### src/verilog/gmc_pkg.sv
// Package for the graphics memory control register block
package gmc_pkg;
   localparam logic [7:0]  GMC_CFG_OFFSET     = 8'h52;
   localparam int          GMC_WIDTH          = 16;
   localparam logic [15:0] GMC_RESET          = 16'h0030;
   localparam int          GMC_XLAT_HI        = 9;
   localparam int          GMC_XLAT_LO        = 8;
   localparam int          GMC_FB_HI          = 7;
   localparam int          GMC_FB_LO          = 4;
   localparam int          GMC_VGA_DIS_BIT    = 1;
   localparam logic [1:0]  GMC_XLAT_RESET     = 2'h0;
   localparam logic [3:0]  GMC_FB_RESET       = 4'h3;
   localparam logic        GMC_VGA_DIS_RESET  = 1'b0;
   localparam logic [1:0]  GMC_XLAT_NONE      = 2'h0;
   localparam logic [1:0]  GMC_XLAT_1MB       = 2'h1;
   localparam logic [3:0]  GMC_FB_NONE        = 4'h0;
   localparam logic [3:0]  GMC_FB_MAX_CODE    = 4'h9;
   localparam logic [7:0]  GMC_SUBCLASS_VGA   = 8'h00;
   localparam logic [7:0]  GMC_SUBCLASS_OTHER = 8'h80;
   localparam logic [9:0]  GMC_XLAT_MB_1      = 10'h001;
   // Frame-buffer sizes in megabytes, indexed by code
   function automatic logic [9:0] gmc_fb_mb(input logic [3:0] code);
      logic [9:0] mb;
      mb = 10'h000;
      unique case (code)
         4'h1:    mb = 10'h001;
         4'h2:    mb = 10'h004;
         4'h3:    mb = 10'h008;
         4'h4:    mb = 10'h010;
         4'h5:    mb = 10'h020;
         4'h6:    mb = 10'h030;
         4'h7:    mb = 10'h040;
         4'h8:    mb = 10'h080;
         4'h9:    mb = 10'h100;
         default: mb = 10'h000;
      endcase
      return mb;
   endfunction : gmc_fb_mb
endpackage : gmc_pkg

### src/verilog/gmc_decode_if.sv
// Interface carrying the stored fields to the decode module
`timescale 1ns/1ps
`default_nettype none
interface gmc_decode_if;
   logic [1:0] xlat_size;
   logic [3:0] fb_size;
   logic       vga_dis;
   logic [9:0] xlat_mb;
   logic [9:0] fb_mb;
   logic       xlat_claim;
   logic       vga_claim;
   logic [7:0] subclass;
   modport regs (output xlat_size, fb_size, vga_dis,
                 input xlat_mb, fb_mb, xlat_claim, vga_claim, subclass);
   modport dec  (input xlat_size, fb_size, vga_dis,
                 output xlat_mb, fb_mb, xlat_claim, vga_claim, subclass);
endinterface : gmc_decode_if
`default_nettype wire

### src/verilog/gmc_decode.sv
// Decodes stored allocation fields into sizes and claim controls
`timescale 1ns/1ps
`default_nettype none
module gmc_decode
   import gmc_pkg::*;
(
   gmc_decode_if.dec d
);
   always_comb begin
      // Reserved codes 10 and 11 reserve nothing and claim nothing
      d.xlat_mb    = (d.xlat_size == GMC_XLAT_1MB) ? GMC_XLAT_MB_1 : 10'h000;
      d.xlat_claim = (d.xlat_size == GMC_XLAT_1MB);
      d.fb_mb      = gmc_fb_mb(d.fb_size);
      // Either no frame buffer or the disable bit drops VGA decoding
      d.vga_claim  = !d.vga_dis && (d.fb_size != GMC_FB_NONE);
      d.subclass   = d.vga_claim ? GMC_SUBCLASS_VGA : GMC_SUBCLASS_OTHER;
   end
endmodule : gmc_decode
`default_nettype wire

### src/verilog/gmc_regs.sv
// Graphics memory control configuration register at offset 52h
`timescale 1ns/1ps
`default_nettype none
module gmc_regs
   import gmc_pkg::*;
(
   input  wire logic        clk,
   input  wire logic        arst_n,
   input  wire logic        clk_en,
   input  wire logic        cfg_wr,
   input  wire logic [7:0]  cfg_addr,
   input  wire logic [1:0]  cfg_be,
   input  wire logic [15:0] cfg_wdata,
   input  wire logic        smm_space_lock,
   output logic      [15:0] cfg_rdata,
   output logic      [9:0]  xlat_table_mb,
   output logic      [9:0]  frame_buffer_mb,
   output logic             xlat_cycles_claim,
   output logic             vga_cycles_claim,
   output logic      [7:0]  gfx_subclass
);
   logic [1:0] xlat_size_q, xlat_size_d;
   logic [3:0] fb_size_q,   fb_size_d;
   logic       vga_dis_q,   vga_dis_d;
   logic       hit;

   gmc_decode_if dif ();

   // Byte-lane write decode shared by all three stored fields
   function automatic logic lane_wr(input logic wr_hit, input logic lane_en, input logic locked);
      return wr_hit && lane_en && !locked;
   endfunction : lane_wr

   // Word-wide access: the register occupies bytes 52h and 53h
   assign hit = cfg_wr && (cfg_addr == GMC_CFG_OFFSET);

   always_comb begin
      xlat_size_d = xlat_size_q;
      fb_size_d   = fb_size_q;
      vga_dis_d   = vga_dis_q;
      if (lane_wr(hit, cfg_be[1], smm_space_lock)) begin
         xlat_size_d = cfg_wdata[GMC_XLAT_HI:GMC_XLAT_LO];
      end
      if (lane_wr(hit, cfg_be[0], smm_space_lock)) begin
         fb_size_d = cfg_wdata[GMC_FB_HI:GMC_FB_LO];
      end
      // Disable bit is not covered by the lock
      if (lane_wr(hit, cfg_be[0], 1'b0)) begin
         vga_dis_d = cfg_wdata[GMC_VGA_DIS_BIT];
      end
   end

   always_ff @(posedge clk or negedge arst_n) begin
      if (!arst_n) begin
         xlat_size_q <= GMC_XLAT_RESET;
         fb_size_q   <= GMC_FB_RESET;
         vga_dis_q   <= GMC_VGA_DIS_RESET;
      end else if (clk_en) begin
         xlat_size_q <= xlat_size_d;
         fb_size_q   <= fb_size_d;
         vga_dis_q   <= vga_dis_d;
      end
   end

   always_comb begin
      cfg_rdata = 16'h0000;
      cfg_rdata[GMC_XLAT_HI:GMC_XLAT_LO] = xlat_size_q;
      cfg_rdata[GMC_FB_HI:GMC_FB_LO]     = fb_size_q;
      cfg_rdata[GMC_VGA_DIS_BIT]         = vga_dis_q;
   end

   assign dif.xlat_size = xlat_size_q;
   assign dif.fb_size   = fb_size_q;
   assign dif.vga_dis   = vga_dis_q;

   gmc_decode u_dec (
      .d (dif.dec)
   );

   assign xlat_table_mb     = dif.xlat_mb;
   assign frame_buffer_mb   = dif.fb_mb;
   assign xlat_cycles_claim = dif.xlat_claim;
   assign vga_cycles_claim  = dif.vga_claim;
   assign gfx_subclass      = dif.subclass;

   chk_lock_holds_xlat: assert property (@(posedge clk) disable iff (!arst_n)
      smm_space_lock |=> $stable(xlat_size_q) || !$past(smm_space_lock))
      else $error("table size changed while locked");
   chk_lock_holds_fb: assert property (@(posedge clk) disable iff (!arst_n)
      (smm_space_lock && $past(smm_space_lock)) |-> $stable(fb_size_q))
      else $error("frame buffer size changed while locked");
   chk_write_updates_fb: assert property (@(posedge clk) disable iff (!arst_n)
      (hit && clk_en && !smm_space_lock && cfg_be[0])
      |=> fb_size_q == $past(cfg_wdata[GMC_FB_HI:GMC_FB_LO]))
      else $error("frame buffer write lost");
   chk_xlat_none: assert property (@(posedge clk) disable iff (!arst_n)
      xlat_size_q == GMC_XLAT_NONE |-> !xlat_cycles_claim && xlat_table_mb == 10'h000)
      else $error("table claimed with no allocation");
   chk_xlat_one_mb: assert property (@(posedge clk) disable iff (!arst_n)
      xlat_size_q == GMC_XLAT_1MB |-> xlat_table_mb == GMC_XLAT_MB_1 && xlat_cycles_claim)
      else $error("table size not 1 MB");
   chk_fb_none_sub: assert property (@(posedge clk) disable iff (!arst_n)
      fb_size_q == GMC_FB_NONE |-> !vga_cycles_claim && gfx_subclass == GMC_SUBCLASS_OTHER)
      else $error("VGA claimed without frame buffer");
   chk_vga_enabled: assert property (@(posedge clk) disable iff (!arst_n)
      (!vga_dis_q && fb_size_q != GMC_FB_NONE) |-> vga_cycles_claim
      && gfx_subclass == GMC_SUBCLASS_VGA)
      else $error("VGA not claimed while enabled");
   chk_vga_disabled: assert property (@(posedge clk) disable iff (!arst_n)
      vga_dis_q |-> !vga_cycles_claim && gfx_subclass == GMC_SUBCLASS_OTHER)
      else $error("VGA claimed while disabled");
   chk_reserved_zero: assert property (@(posedge clk) disable iff (!arst_n)
      cfg_rdata[15:10] == 6'h00 && cfg_rdata[3:2] == 2'h0 && !cfg_rdata[0])
      else $error("reserved bit reads one");
   chk_fb_max_size: assert property (@(posedge clk) disable iff (!arst_n)
      fb_size_q == GMC_FB_MAX_CODE |-> frame_buffer_mb == 10'h100)
      else $error("largest frame buffer wrong");

   // Write paths and hold paths, lane by lane
   chk_write_updates_xlat: assert property (@(posedge clk) disable iff (!arst_n)
      (hit && clk_en && !smm_space_lock && cfg_be[1])
      |=> xlat_size_q == $past(cfg_wdata[GMC_XLAT_HI:GMC_XLAT_LO]))
      else $error("table size write lost");

   chk_write_updates_vga: assert property (@(posedge clk) disable iff (!arst_n)
      (hit && clk_en && cfg_be[0])
      |=> vga_dis_q == $past(cfg_wdata[GMC_VGA_DIS_BIT]))
      else $error("disable bit write lost");

   chk_lane_hold_xlat: assert property (@(posedge clk) disable iff (!arst_n)
      (hit && !cfg_be[1]) |=> $stable(xlat_size_q))
      else $error("table size changed without its byte enable");

   chk_lane_hold_low: assert property (@(posedge clk) disable iff (!arst_n)
      (hit && !cfg_be[0]) |=> $stable(fb_size_q) && $stable(vga_dis_q))
      else $error("low byte changed without its byte enable");

   chk_lock_refuses: assert property (@(posedge clk) disable iff (!arst_n)
      (hit && smm_space_lock) |=> $stable(xlat_size_q) && $stable(fb_size_q))
      else $error("size field written while locked");

   chk_other_addr: assert property (@(posedge clk) disable iff (!arst_n)
      (cfg_wr && cfg_addr != GMC_CFG_OFFSET)
      |=> $stable(xlat_size_q) && $stable(fb_size_q) && $stable(vga_dis_q))
      else $error("write to another offset changed the register");

   chk_enable_freezes: assert property (@(posedge clk) disable iff (!arst_n)
      !clk_en |=> $stable(xlat_size_q) && $stable(fb_size_q) && $stable(vga_dis_q))
      else $error("state moved while clock enable low");

   // Reset values, seen at the first edge after release, before any write can land
   chk_reset_word: assert property (@(posedge clk) disable iff (!arst_n)
      $rose(arst_n) |-> cfg_rdata == GMC_RESET)
      else $error("register word wrong after reset");

   chk_reset_decode: assert property (@(posedge clk) disable iff (!arst_n)
      $rose(arst_n) |-> !xlat_cycles_claim && frame_buffer_mb == 10'h008
      && vga_cycles_claim && gfx_subclass == GMC_SUBCLASS_VGA)
      else $error("decoded outputs wrong after reset");

   // Decoded outputs against the stored codes
   chk_xlat_reserved: assert property (@(posedge clk) disable iff (!arst_n)
      xlat_size_q[1] |-> !xlat_cycles_claim && xlat_table_mb == 10'h000)
      else $error("reserved table code claimed memory");

   chk_xlat_claim_code: assert property (@(posedge clk) disable iff (!arst_n)
      xlat_cycles_claim |-> xlat_size_q == GMC_XLAT_1MB)
      else $error("table claimed by a code other than 01");

   chk_fb_none_mb: assert property (@(posedge clk) disable iff (!arst_n)
      fb_size_q == GMC_FB_NONE |-> frame_buffer_mb == 10'h000)
      else $error("memory reserved for buffer code zero");

   chk_fb_one_mb: assert property (@(posedge clk) disable iff (!arst_n)
      fb_size_q == 4'h1 |-> frame_buffer_mb == 10'h001)
      else $error("smallest frame buffer wrong");

   chk_fb_reset_mb: assert property (@(posedge clk) disable iff (!arst_n)
      fb_size_q == GMC_FB_RESET |-> frame_buffer_mb == 10'h008)
      else $error("default frame buffer wrong");

   chk_fb_odd_size: assert property (@(posedge clk) disable iff (!arst_n)
      fb_size_q == 4'h6 |-> frame_buffer_mb == 10'h030)
      else $error("48 MB frame buffer wrong");

   chk_fb_above_max: assert property (@(posedge clk) disable iff (!arst_n)
      fb_size_q > GMC_FB_MAX_CODE |-> frame_buffer_mb == 10'h000)
      else $error("undefined buffer code reserved memory");

   chk_vga_needs_fb: assert property (@(posedge clk) disable iff (!arst_n)
      vga_cycles_claim |-> !vga_dis_q && fb_size_q != GMC_FB_NONE)
      else $error("VGA claimed without buffer or while disabled");

   chk_subclass_legal: assert property (@(posedge clk) disable iff (!arst_n)
      gfx_subclass == GMC_SUBCLASS_VGA || gfx_subclass == GMC_SUBCLASS_OTHER)
      else $error("subclass code out of range");

   chk_rdata_fields: assert property (@(posedge clk) disable iff (!arst_n)
      cfg_rdata[GMC_XLAT_HI:GMC_XLAT_LO] == xlat_size_q && cfg_rdata[GMC_FB_HI:GMC_FB_LO]
      == fb_size_q && cfg_rdata[GMC_VGA_DIS_BIT] == vga_dis_q)
      else $error("read word does not show stored fields");

   cov_locked_write: cover property (@(posedge clk) disable iff (!arst_n)
      hit && smm_space_lock);
   cov_vga_off: cover property (@(posedge clk) disable iff (!arst_n)
      $rose(vga_dis_q));
   cov_xlat_on: cover property (@(posedge clk) disable iff (!arst_n)
      $rose(xlat_cycles_claim));
   cov_fb_none: cover property (@(posedge clk) disable iff (!arst_n)
      fb_size_q == GMC_FB_NONE && vga_dis_q);
   cov_lane_high_only: cover property (@(posedge clk) disable iff (!arst_n)
      hit && cfg_be == 2'h2);
endmodule : gmc_regs
`default_nettype wire
### config.mk
export PLATFORM = sky130hd
export DESIGN_NAME = gmc_regs
export DESIGN_NICKNAME = d
export VERILOG_FILES = /design/src/verilog/gmc_pkg.sv /design/src/verilog/gmc_decode_if.sv /design/src/verilog/gmc_decode.sv /design/src/verilog/gmc_regs.sv
export SDC_FILE = /design/constraint.sdc
export NUM_CORES = 1
export LEC_CHECK = 0
export BUFFER_PORTS_ARGS = -buffer_cell sky130_fd_sc_hd__buf_4
export CORE_UTILIZATION = 33
export DETAILED_ROUTE_END_ITERATION = 10
export MAX_ROUTING_LAYER = met4
export PLACE_DENSITY = 0.79
export SYNTH_ARGS = -nofsm -noshare
export SYNTH_HDL_FRONTEND = slang
export SYNTH_SLANG_ARGS = --single-unit
### constraint.sdc
create_clock -name clk -period 1.9 [get_ports clk]
set_clock_uncertainty 0.1 [all_clocks]
set_input_delay 0.285 -clock clk [delete_from_list [all_inputs] [get_ports clk]]
set_output_delay 0.285 -clock clk [all_outputs]
set_load 0.01 [all_outputs]
==> results_dict.tcl, run 1 <==
set metrics [dict create \
    setup_viol 0 \
    io_buffers 40 \
    final_core_util_pct 52.5 \
    path_buf_inv 3 \
    nets 157 \
    internal-power_uw 275 \
    dr.first_iter.drc_count 10 \
    wire_per_inst_um 9.82 \
    diodes 0 \
    ant_nets 0 \
    drcViolationCount 0 \
    grt_pass1_vias 495 \
    outcome "completed" \
    p_total_uw 381 \
    drv_slew 0 \
    row_count 16 \
    r2r-end "dif.fb_size[2]$_DFFE_PN0P_" \
    path_delay_family "flip-flops" \
    synth_cells 72 \
    cp_max_fo 2 \
    grt_pass1_wl_um 2170 \
    clock_latency_ns 0.25 \
    grt.overflow.total 0 \
    combPwrFrac_pct 22.7 \
    clkSinkCount 7 \
    p_sw_uw 107 \
    dieArea_um2 2280 \
    cap_violations 0 \
    drive_gt1_share_pct 57.0 \
    io_pins 77 \
    start_util_pct 35.2 \
    startpoint "dif.fb_size[1]$_DFFE_PN1P_" \
    root_buffer "clkbuf_4" \
    gp_congestion 0.704 \
    p_leak_uw 0.000592 \
    reg2reg_slack_ns 0.89 \
    r2r_start "dif.fb_size[2]$_DFFE_PN0P_" \
    die_h_um 47.8 \
    syn2layout_area_growth_pct 49.1 \
    antenna_found_initial 0 \
    ys_ff_latch 7 \
    cts_tree "built" \
    grt_max_degree 11 \
    power_frac_clock_pct 37.3 \
    period_needed_ns 1.85 \
    synth.distinct_cells 17 \
    p_sw_share_pct 28.0 \
    final_cells 148 \
    cp_slowest_cell "dfstp_2" \
    power_density_nw_per_um2 370 \
    arrival_ns 1.47 \
    htreeDepth 1 \
    power_frac_seq_pct 40.1 \
    required_ns 1.51 \
    syn-mean-instance-area_um2 9.59 \
    via_per_inst 4.07 \
    placed_cells 136 \
    die_w_um 47.8 \
    dp_hpwl_um 1140 \
    crit_chain "inv_2 -> buf_4 -> ha_1 -> nor3b_2 -> buf_4" \
    path_depth 5 \
    drt-total-wl_um 1450 \
    synth.yosys.seq_area_share_pct 25.7 \
    cts_buffers 3 \
    ys_warn_count 0 \
    clock_path_buffers 2 \
    core_area_um2 1960 \
    hp-class "input pin to flip-flop" \
    fmax_mhz 540 \
    slowest_delay_ns 0.54 \
    grtUsageTotal_pct 14.3 \
    clk_pin_slew_ns 0.06 \
    mostFrequentLayoutCell "buf_4" \
    end_kind "primary output" \
    hold_violations 0 \
    endpoint "frame_buffer_mb[0]" \
    fin_crit_sh_pct 97.6 \
    vdd_drop_max_v 0.000373 \
    cp-start-kind "flip-flop" \
    synth_area_um2 691 \
    cp_common_cell "buf_4" \
    r2r_cells 1 \
    dr.pass1.iters 3 \
    final_cell_mix "buf_4 (46), conb_1 (27), mux2_2 (7)" \
    vias 602 \
    critPathKind "flip-flop to primary output" \
]
worst min path at each step:
stage / startpoint / to / slack, ns / cells past startpoint
floorplan: arst_n / dif.fb_size[2]$_DFFE_PN0P_ / -0.11 / 0
global route: cfg_wdata[7] / dif.fb_size[3]$_DFFE_PN0P_ / 0.15 / 2
finish: cfg_wdata[4] / dif.fb_size[0]$_DFFE_PN1P_ / 0.16 / 2
detailed placement: arst_n / dif.xlat_size[0]$_DFFE_PN0P_ / 0.004 / 1
CTS: cfg_wdata[7] / dif.fb_size[3]$_DFFE_PN0P_ / 0.14 / 2
global placement: arst_n / dif.xlat_size[0]$_DFFE_PN0P_ / -0.002 / 1
per-stage QoR:
step	setup WS, ns	hold slack, ns	TNS, ns	area [um^2]
finish	0.0465	0.156	0	1030
global route	-0.0120	0.148	-0.0120	1030
CTS	-0.0154	0.136	-0.0154	995
detailed placement	0.119	0.00376	0	905
global placement	0.129	-0.00153	0	905
floorplan	0.271	-0.111	0	788
registers in the layout (all words and copies together) (netlist names):
signal	count
dif.xlat_size	2
dif.fb_size	4
dif.vga_dis	1
area by class of cell:
class / count / area [um^2]
multi-input cells: 59 / 414
fillers: 181 / 932
well taps: 27 / 33.8
inverters: 3 / 11.3
clock buffers: 4 / 26.3
repair buffers: 48 / 367
flip-flops and latches: 7 / 178
synth_stat cells:
library cell	number	area share, %
buf_4	29	32
mux2_2	7	11
dfrtp_1	5	18
ha_1	4	7.2
nor2_1	4	2.2
nor3b_1	4	4.3
and3_1	3	2.7
inv_1	3	1.6
nor2b_1	3	2.7
dfstp_2	2	7.6
nand4_1	2	1.8
and4b_1	1	1.4
and4bb_2	1	1.8
conb_1	1	0.54
nand2b_1	1	0.91
nand4_4	1	3.1
or2_2	1	0.91
power by group through the flow:
stage / sequential, uW / combinational [uW] / clock (uW)
after floorplan: 155 / 77.3 / 0
after global placement: 155 / 76.2 / 0
after detailed placement: 155 / 78.0 / 0
after CTS: 152 / 83.7 / 154
after global routing: 153 / 98.8 / 157
final: 153 / 86.4 / 142
per-layer routing:
layer | track usage, % | routed length [um] | up-vias
li1 | - | - | 283
met1 | 15.2 | 518 | 270
met2 | 24.3 | 792 | 47
met3 | 1.89 | 117 | 2
met4 | 10.0 | 24 | 0
met5 | - | 0 | -
repair_timing:
action	4_1_cts	5_1_grt
setup endpoints to repair	1	3
buffers inserted	6	1
gates resized for setup	5	5
endpoints found under the hold margin	7	0
pin swaps	3	2
hold buffers	1	0
kinds of logic after synthesis:
family / after synthesis / synth area share, %
buf+inv: 32 / 33.2
fa+ha+maj: 4 / 7.25
other cells: 1 / 0.543
flops: 7 / 25.7
simple gates: 21 / 21.9
mux: 7 / 11.4
(Power assumes the default switching activity.)
==> inputs of run 2 (changes only) <==
--- a/config.mk
+++ b/config.mk
@@ -8,8 +8,10 @@
 export BUFFER_PORTS_ARGS = -buffer_cell sky130_fd_sc_hd__buf_4
 export CORE_UTILIZATION = 33
 export DETAILED_ROUTE_END_ITERATION = 10
+export GPL_TIMING_DRIVEN = 1
 export MAX_ROUTING_LAYER = met4
 export PLACE_DENSITY = 0.79
+export RECOVER_POWER = 100
 export SYNTH_ARGS = -nofsm -noshare
 export SYNTH_HDL_FRONTEND = slang
 export SYNTH_SLANG_ARGS = --single-unit
==> run 2 against run 1 <==
- core utilization decreased by 2.9 points
- hold slack lost 0.0011 ns
- global-route usage is the same
- via count is 0.83% higher
- die area stayed put
- clock power about the same
- first-iteration DRC count is 50% lower
- non-clock buffer count unchanged
- total power decreased by 0.88%
- combinational power down 4.9%
- sequential share of layout area increased by 1.0 points
- fmax about the same
==> results_dict.tcl, run 2 (synthesis results as in run 1) <==
set metrics [dict create \
    drive_gt1_share_pct 46.3 \
    final_core_util_pct 49.6 \
    grt_pass1_vias 495 \
    critPathKind "flip-flop to primary output" \
    grt.overflow.total 0 \
    setup_viol 0 \
    start_util_pct 35.2 \
    end_kind "primary output" \
    crit_chain "inv_2 -> buf_4 -> ha_1 -> nor3b_2 -> buf_4" \
    min_from "cfg_wdata[4]" \
    fin_crit_sh_pct 97.6 \
    met3_length_um 114 \
    routedLengthMet1_um 538 \
    required_ns 1.51 \
    ant_nets 0 \
    row_count 16 \
    htreeDepth 1 \
    arrival_ns 1.47 \
    clock_latency_ns 0.26 \
    antenna_found_initial 0 \
    regArea_um2 178 \
    wire_per_inst_um 9.82 \
    met2_wirelength_um 774 \
    power_density_nw_per_um2 388 \
    reg2reg_slack_ns 0.89 \
    core_area_um2 1960 \
    path_delay_family "flip-flops" \
    multi_input_area_um2 399 \
    cp-start-kind "flip-flop" \
    diodes 0 \
    period_needed_ns 1.86 \
    fillCellCount 195 \
    dr.first_iter.drc_count 5 \
    placed_cells 136 \
    drcViolationCount 0 \
    clock_path_buffers 2 \
    dp_hpwl_um 1140 \
    die_w_um 47.8 \
    grtUsageTotal_pct 14.3 \
    drt-total-wl_um 1450 \
    r2r_start "dif.fb_size[2]$_DFFE_PN0P_" \
    vias 607 \
    hold_violations 0 \
    path_buf_inv 3 \
    p_total_uw 378 \
    grt_pass1_wl_um 2170 \
    dieArea_um2 2280 \
    setup-tns-final_ns 0 \
    grt_max_degree 11 \
    drv_slew 0 \
    p_leak_uw 0.000540 \
    via_per_inst 4.10 \
    outcome "completed" \
    mostFrequentLayoutCell "buf_4" \
    highest_layer "met4" \
    syn2layout_area_growth_pct 40.9 \
    cp_slowest_cell "dfstp_2" \
    clk_pin_slew_ns 0.06 \
    largest_register_ffs 4 \
    io_buffers 40 \
    cts_tree "built" \
    final_cells 148 \
    root_buffer "clkbuf_4" \
    die_h_um 47.8 \
    gp_congestion 0.704 \
    cp_common_cell "buf_4" \
    cap_violations 0 \
    startpoint "dif.fb_size[1]$_DFFE_PN1P_" \
    io_pins 77 \
    cts_buffers 3 \
    vdd_drop_max_v 0.000373 \
    hp-class "input pin to flip-flop" \
    dr.pass1.iters 3 \
    clkSinkCount 7 \
    nets 157 \
    fmax_mhz 539 \
    slowest_delay_ns 0.54 \
    final_cell_mix "buf_4 (34), conb_1 (27), clkbuf_1 (12)" \
    cp_max_fo 2 \
]
==> run 2: final timing paths <==
kind                                                      to  depth (start not counted)
worst max-delay path                      frame_buffer_mb[0]                          5
worst min-delay path              dif.fb_size[0]$_DFFE_PN1P_                          2
worst max register to register    dif.fb_size[2]$_DFFE_PN0P_                          1
worst min register to register  dif.xlat_size[1]$_DFFE_PN0P_                          1
max in group asynchronous         dif.fb_size[1]$_DFFE_PN1P_                          2
min in group asynchronous         dif.fb_size[3]$_DFFE_PN0P_                          2
==> run 2: area by class of cell <==
class                      count  share of cell area (%)
clock buffer                   4                    2.70
inverter                       3                    1.16
multi-input combinational     59                    41.0
sequential                     7                    18.3
tap                           27                    3.47
timing repair buffer          48                    33.4
==> run 2: layer usage <==
layer | track usage (%) | up-vias
met2 | 24.3 | 47
met4 | 10.0 | 0
met3 | 1.89 | 2
met1 | 15.2 | 275
li1 | - | 283
met5 | - | -
==> run 2: repair_timing <==
item / 4_1_cts / 5_1_grt
hold buffers: 1 / 0
buffers inserted: 6 / 1
endpoints found under the hold margin: 7 / 0
pin swaps: 3 / 2
gates resized for setup: 5 / 5
setup endpoints to repair: 1 / 3
==> run 2: report_power, final <==
part           internal (uW)  switching (uW)  total, uW
clock network           80.6            62.2        143
logic                   40.4            41.8       82.2
registers                151            1.77        153
total                    272             106        378
==> run 2: metrics by stage <==
stage                     setup slack [ns]  hold slack [ns]  area (um^2)
after global placement               0.129         -0.00153          905
after global routing               -0.0117            0.148          973
after detailed placement             0.119          0.00376          905
after floorplan                      0.271           -0.111          788
final                               0.0450            0.155          973
after CTS                          -0.0154            0.136          995
==> inputs of run 3 (changes only) <==
--- a/config.mk
+++ b/config.mk
@@ -6,11 +6,13 @@
 export NUM_CORES = 1
 export LEC_CHECK = 0
 export BUFFER_PORTS_ARGS = -buffer_cell sky130_fd_sc_hd__buf_4
-export CORE_UTILIZATION = 33
+export CELL_PAD_IN_SITES_DETAIL_PLACEMENT = 1
+export CELL_PAD_IN_SITES_GLOBAL_PLACEMENT = 1
+export CORE_MARGIN = 10
+export CORE_UTILIZATION = 22
 export DETAILED_ROUTE_END_ITERATION = 10
 export GPL_TIMING_DRIVEN = 1
-export MAX_ROUTING_LAYER = met4
-export PLACE_DENSITY = 0.79
+export PLACE_DENSITY = 0.81
 export RECOVER_POWER = 100
 export SYNTH_ARGS = -nofsm -noshare
 export SYNTH_HDL_FRONTEND = slang
==> run 3 against run 2 <==
- critical path type unchanged
- core utilization is 18 points lower
- global-route usage is 6.7 points lower
- routed wire length is 64% higher
- cell area is 1.2% lower
- clock-buffer cell count stayed put
- first-iteration DRC count is 100% lower
- non-clock buffer count is 4 lower
- critical endpoint is now gfx_subclass[7]
==> results_dict.tcl, run 3 (synthesis results as in run 1) <==
set metrics [dict create \
    outcome "completed" \
    cap_violations 0 \
    cp_max_fo 3 \
    cts_buffers 3 \
    dr.first_iter.drc_count 0 \
    via_per_inst 3.69 \
    hold_violations 0 \
    clock_latency_ns 0.25 \
    grt_pass1_vias 707 \
    grtUsageTotal_pct 7.65 \
    final_cell_mix "buf_4 (29), conb_1 (27), clkbuf_1 (12)" \
    final_core_util_pct 31.8 \
    r2r_start "dif.fb_size[3]$_DFFE_PN0P_" \
    cp-start-kind "flip-flop" \
    setup_viol 0 \
    arrival_ns 1.48 \
    diodes 0 \
    r2r-end "dif.fb_size[3]$_DFFE_PN0P_" \
    die_h_um 76.0 \
    drt-total-wl_um 2390 \
    end_kind "primary output" \
    htreeDepth 1 \
    grt.overflow.total 0 \
    largest_register_ffs 4 \
    hp-class "input pin to flip-flop" \
    nets 153 \
    row_count 20 \
    dr.pass1.iters 1 \
    clkSinkCount 7 \
    startpoint "dif.fb_size[0]$_DFFE_PN1P_" \
    fmax_mhz 537 \
    r2r_cells 1 \
    cts_tree "built" \
    dpl_worst_slack_ns 0.104 \
    hold_depth 2 \
    core_area_um2 3030 \
    start_util_pct 22.8 \
    reg2reg_slack_ns 0.89 \
    setup_ws_ns 0.0362 \
    dieArea_um2 5780 \
    drv_slew 0 \
    antenna_found_initial 0 \
    gp_congestion 0.689 \
    period_needed_ns 1.86 \
    grt_max_degree 11 \
    endpoint "gfx_subclass[7]" \
    io_pins 77 \
    critPathKind "flip-flop to primary output" \
    vdd_drop_max_v 0.000253 \
    drcViolationCount 0 \
    drive_gt1_share_pct 44.4 \
    mostFrequentLayoutCell "buf_4" \
    required_ns 1.51 \
    root_buffer "clkbuf_4" \
    dp_hpwl_um 2090 \
    grt_pass1_wl_um 3670 \
    syn2layout_area_growth_pct 39.3 \
    power_density_nw_per_um2 391 \
    rsz0062_at_grt "yes" \
    die_w_um 76.0 \
    fin_crit_sh_pct 98.1 \
    ant_nets 0 \
    clock_path_buffers 2 \
    p_leak_uw 0.000517 \
    vias 594 \
    io_buffers 40 \
    clk_pin_slew_ns 0.06 \
    fillCellCount 388 \
    wire_per_inst_um 14.8 \
]
[run 3: cell types whose count changed in the layout (fill, tap and decap cells not counted), sizes merged]
cell / change
clkbuf: +1
buf: -5
[run 3: how the worst min path moves through the flow]
| stage | startpoint | to | slack (ns) |
|---|---|---|---|
| 2_1_floorplan | arst_n | dif.fb_size[2]$_DFFE_PN0P_ | -0.11 |
| 3_3_place_gp | arst_n | dif.xlat_size[1]$_DFFE_PN0P_ | -0.0001 |
| 3_5_place_dp | arst_n | dif.xlat_size[0]$_DFFE_PN0P_ | 0.002 |
| 4_1_cts | cfg_wdata[6] | dif.fb_size[2]$_DFFE_PN0P_ | 0.16 |
| 5_1_grt | cfg_wdata[6] | dif.fb_size[2]$_DFFE_PN0P_ | 0.16 |
| 6_report | cfg_wdata[6] | dif.fb_size[2]$_DFFE_PN0P_ | 0.16 |
[run 3: power breakdown]
group	switching (uW)	internal, uW	total (uW)	leakage (uW)
registers	1.71	151	153	0.0000904
clock network	59.6	80.5	140	0.0000150
logic	45.7	37.8	83.5	0.000411
total	107	269	376	0.000517
[run 3: per-stage QoR]
stage	cells	total power [uW]	hold WS, ns	setup TNS (ns)	cell area [um^2]
2_1_floorplan	98	233	-0.111	0	788
3_3_place_gp	153	233	-0.000104	0	926
3_5_place_dp	153	236	0.00169	0	926
4_1_cts	160	383	0.156	0	988
5_1_grt	161	399	0.161	-0.0295	962
6_report	161	376	0.161	0	962
[run 3: layer usage]
layer	routed length [um]	track usage, %
met5	0	0
met1	781	6.97
met2	1340	14.1
met4	43	3.03
met3	225	3.77
[run 3: repair_timing]
action                                  in CTS  in global routing
hold buffers                                 1                  0
hold endpoints to repair                     7                  0
buffers inserted                             2                  1
gates resized for setup                      5                  4
endpoints found under the setup margin       2                  3
pin swaps                                    0                  3
[run 3: worst max-delay path: stages, from the launching register on]
cell and delay (ns):
dfstp_2 0.54, inv_2 0.06, ha_4 0.16, nand2b_4 0.06, nor2_2 0.04, or2_4 0.25
buf_6 0.12
[run 3: layout make-up]
class	count	area [um^2]	share of cell area (%)
Clock buffer	4	26.3	2.73
Timing Repair Buffer	44	295	30.7
Inverter	3	11.3	1.17
Sequential cell	7	178	18.5
Tap cell	44	55.1	5.72
Multi-Input combinational cell	59	397	41.2
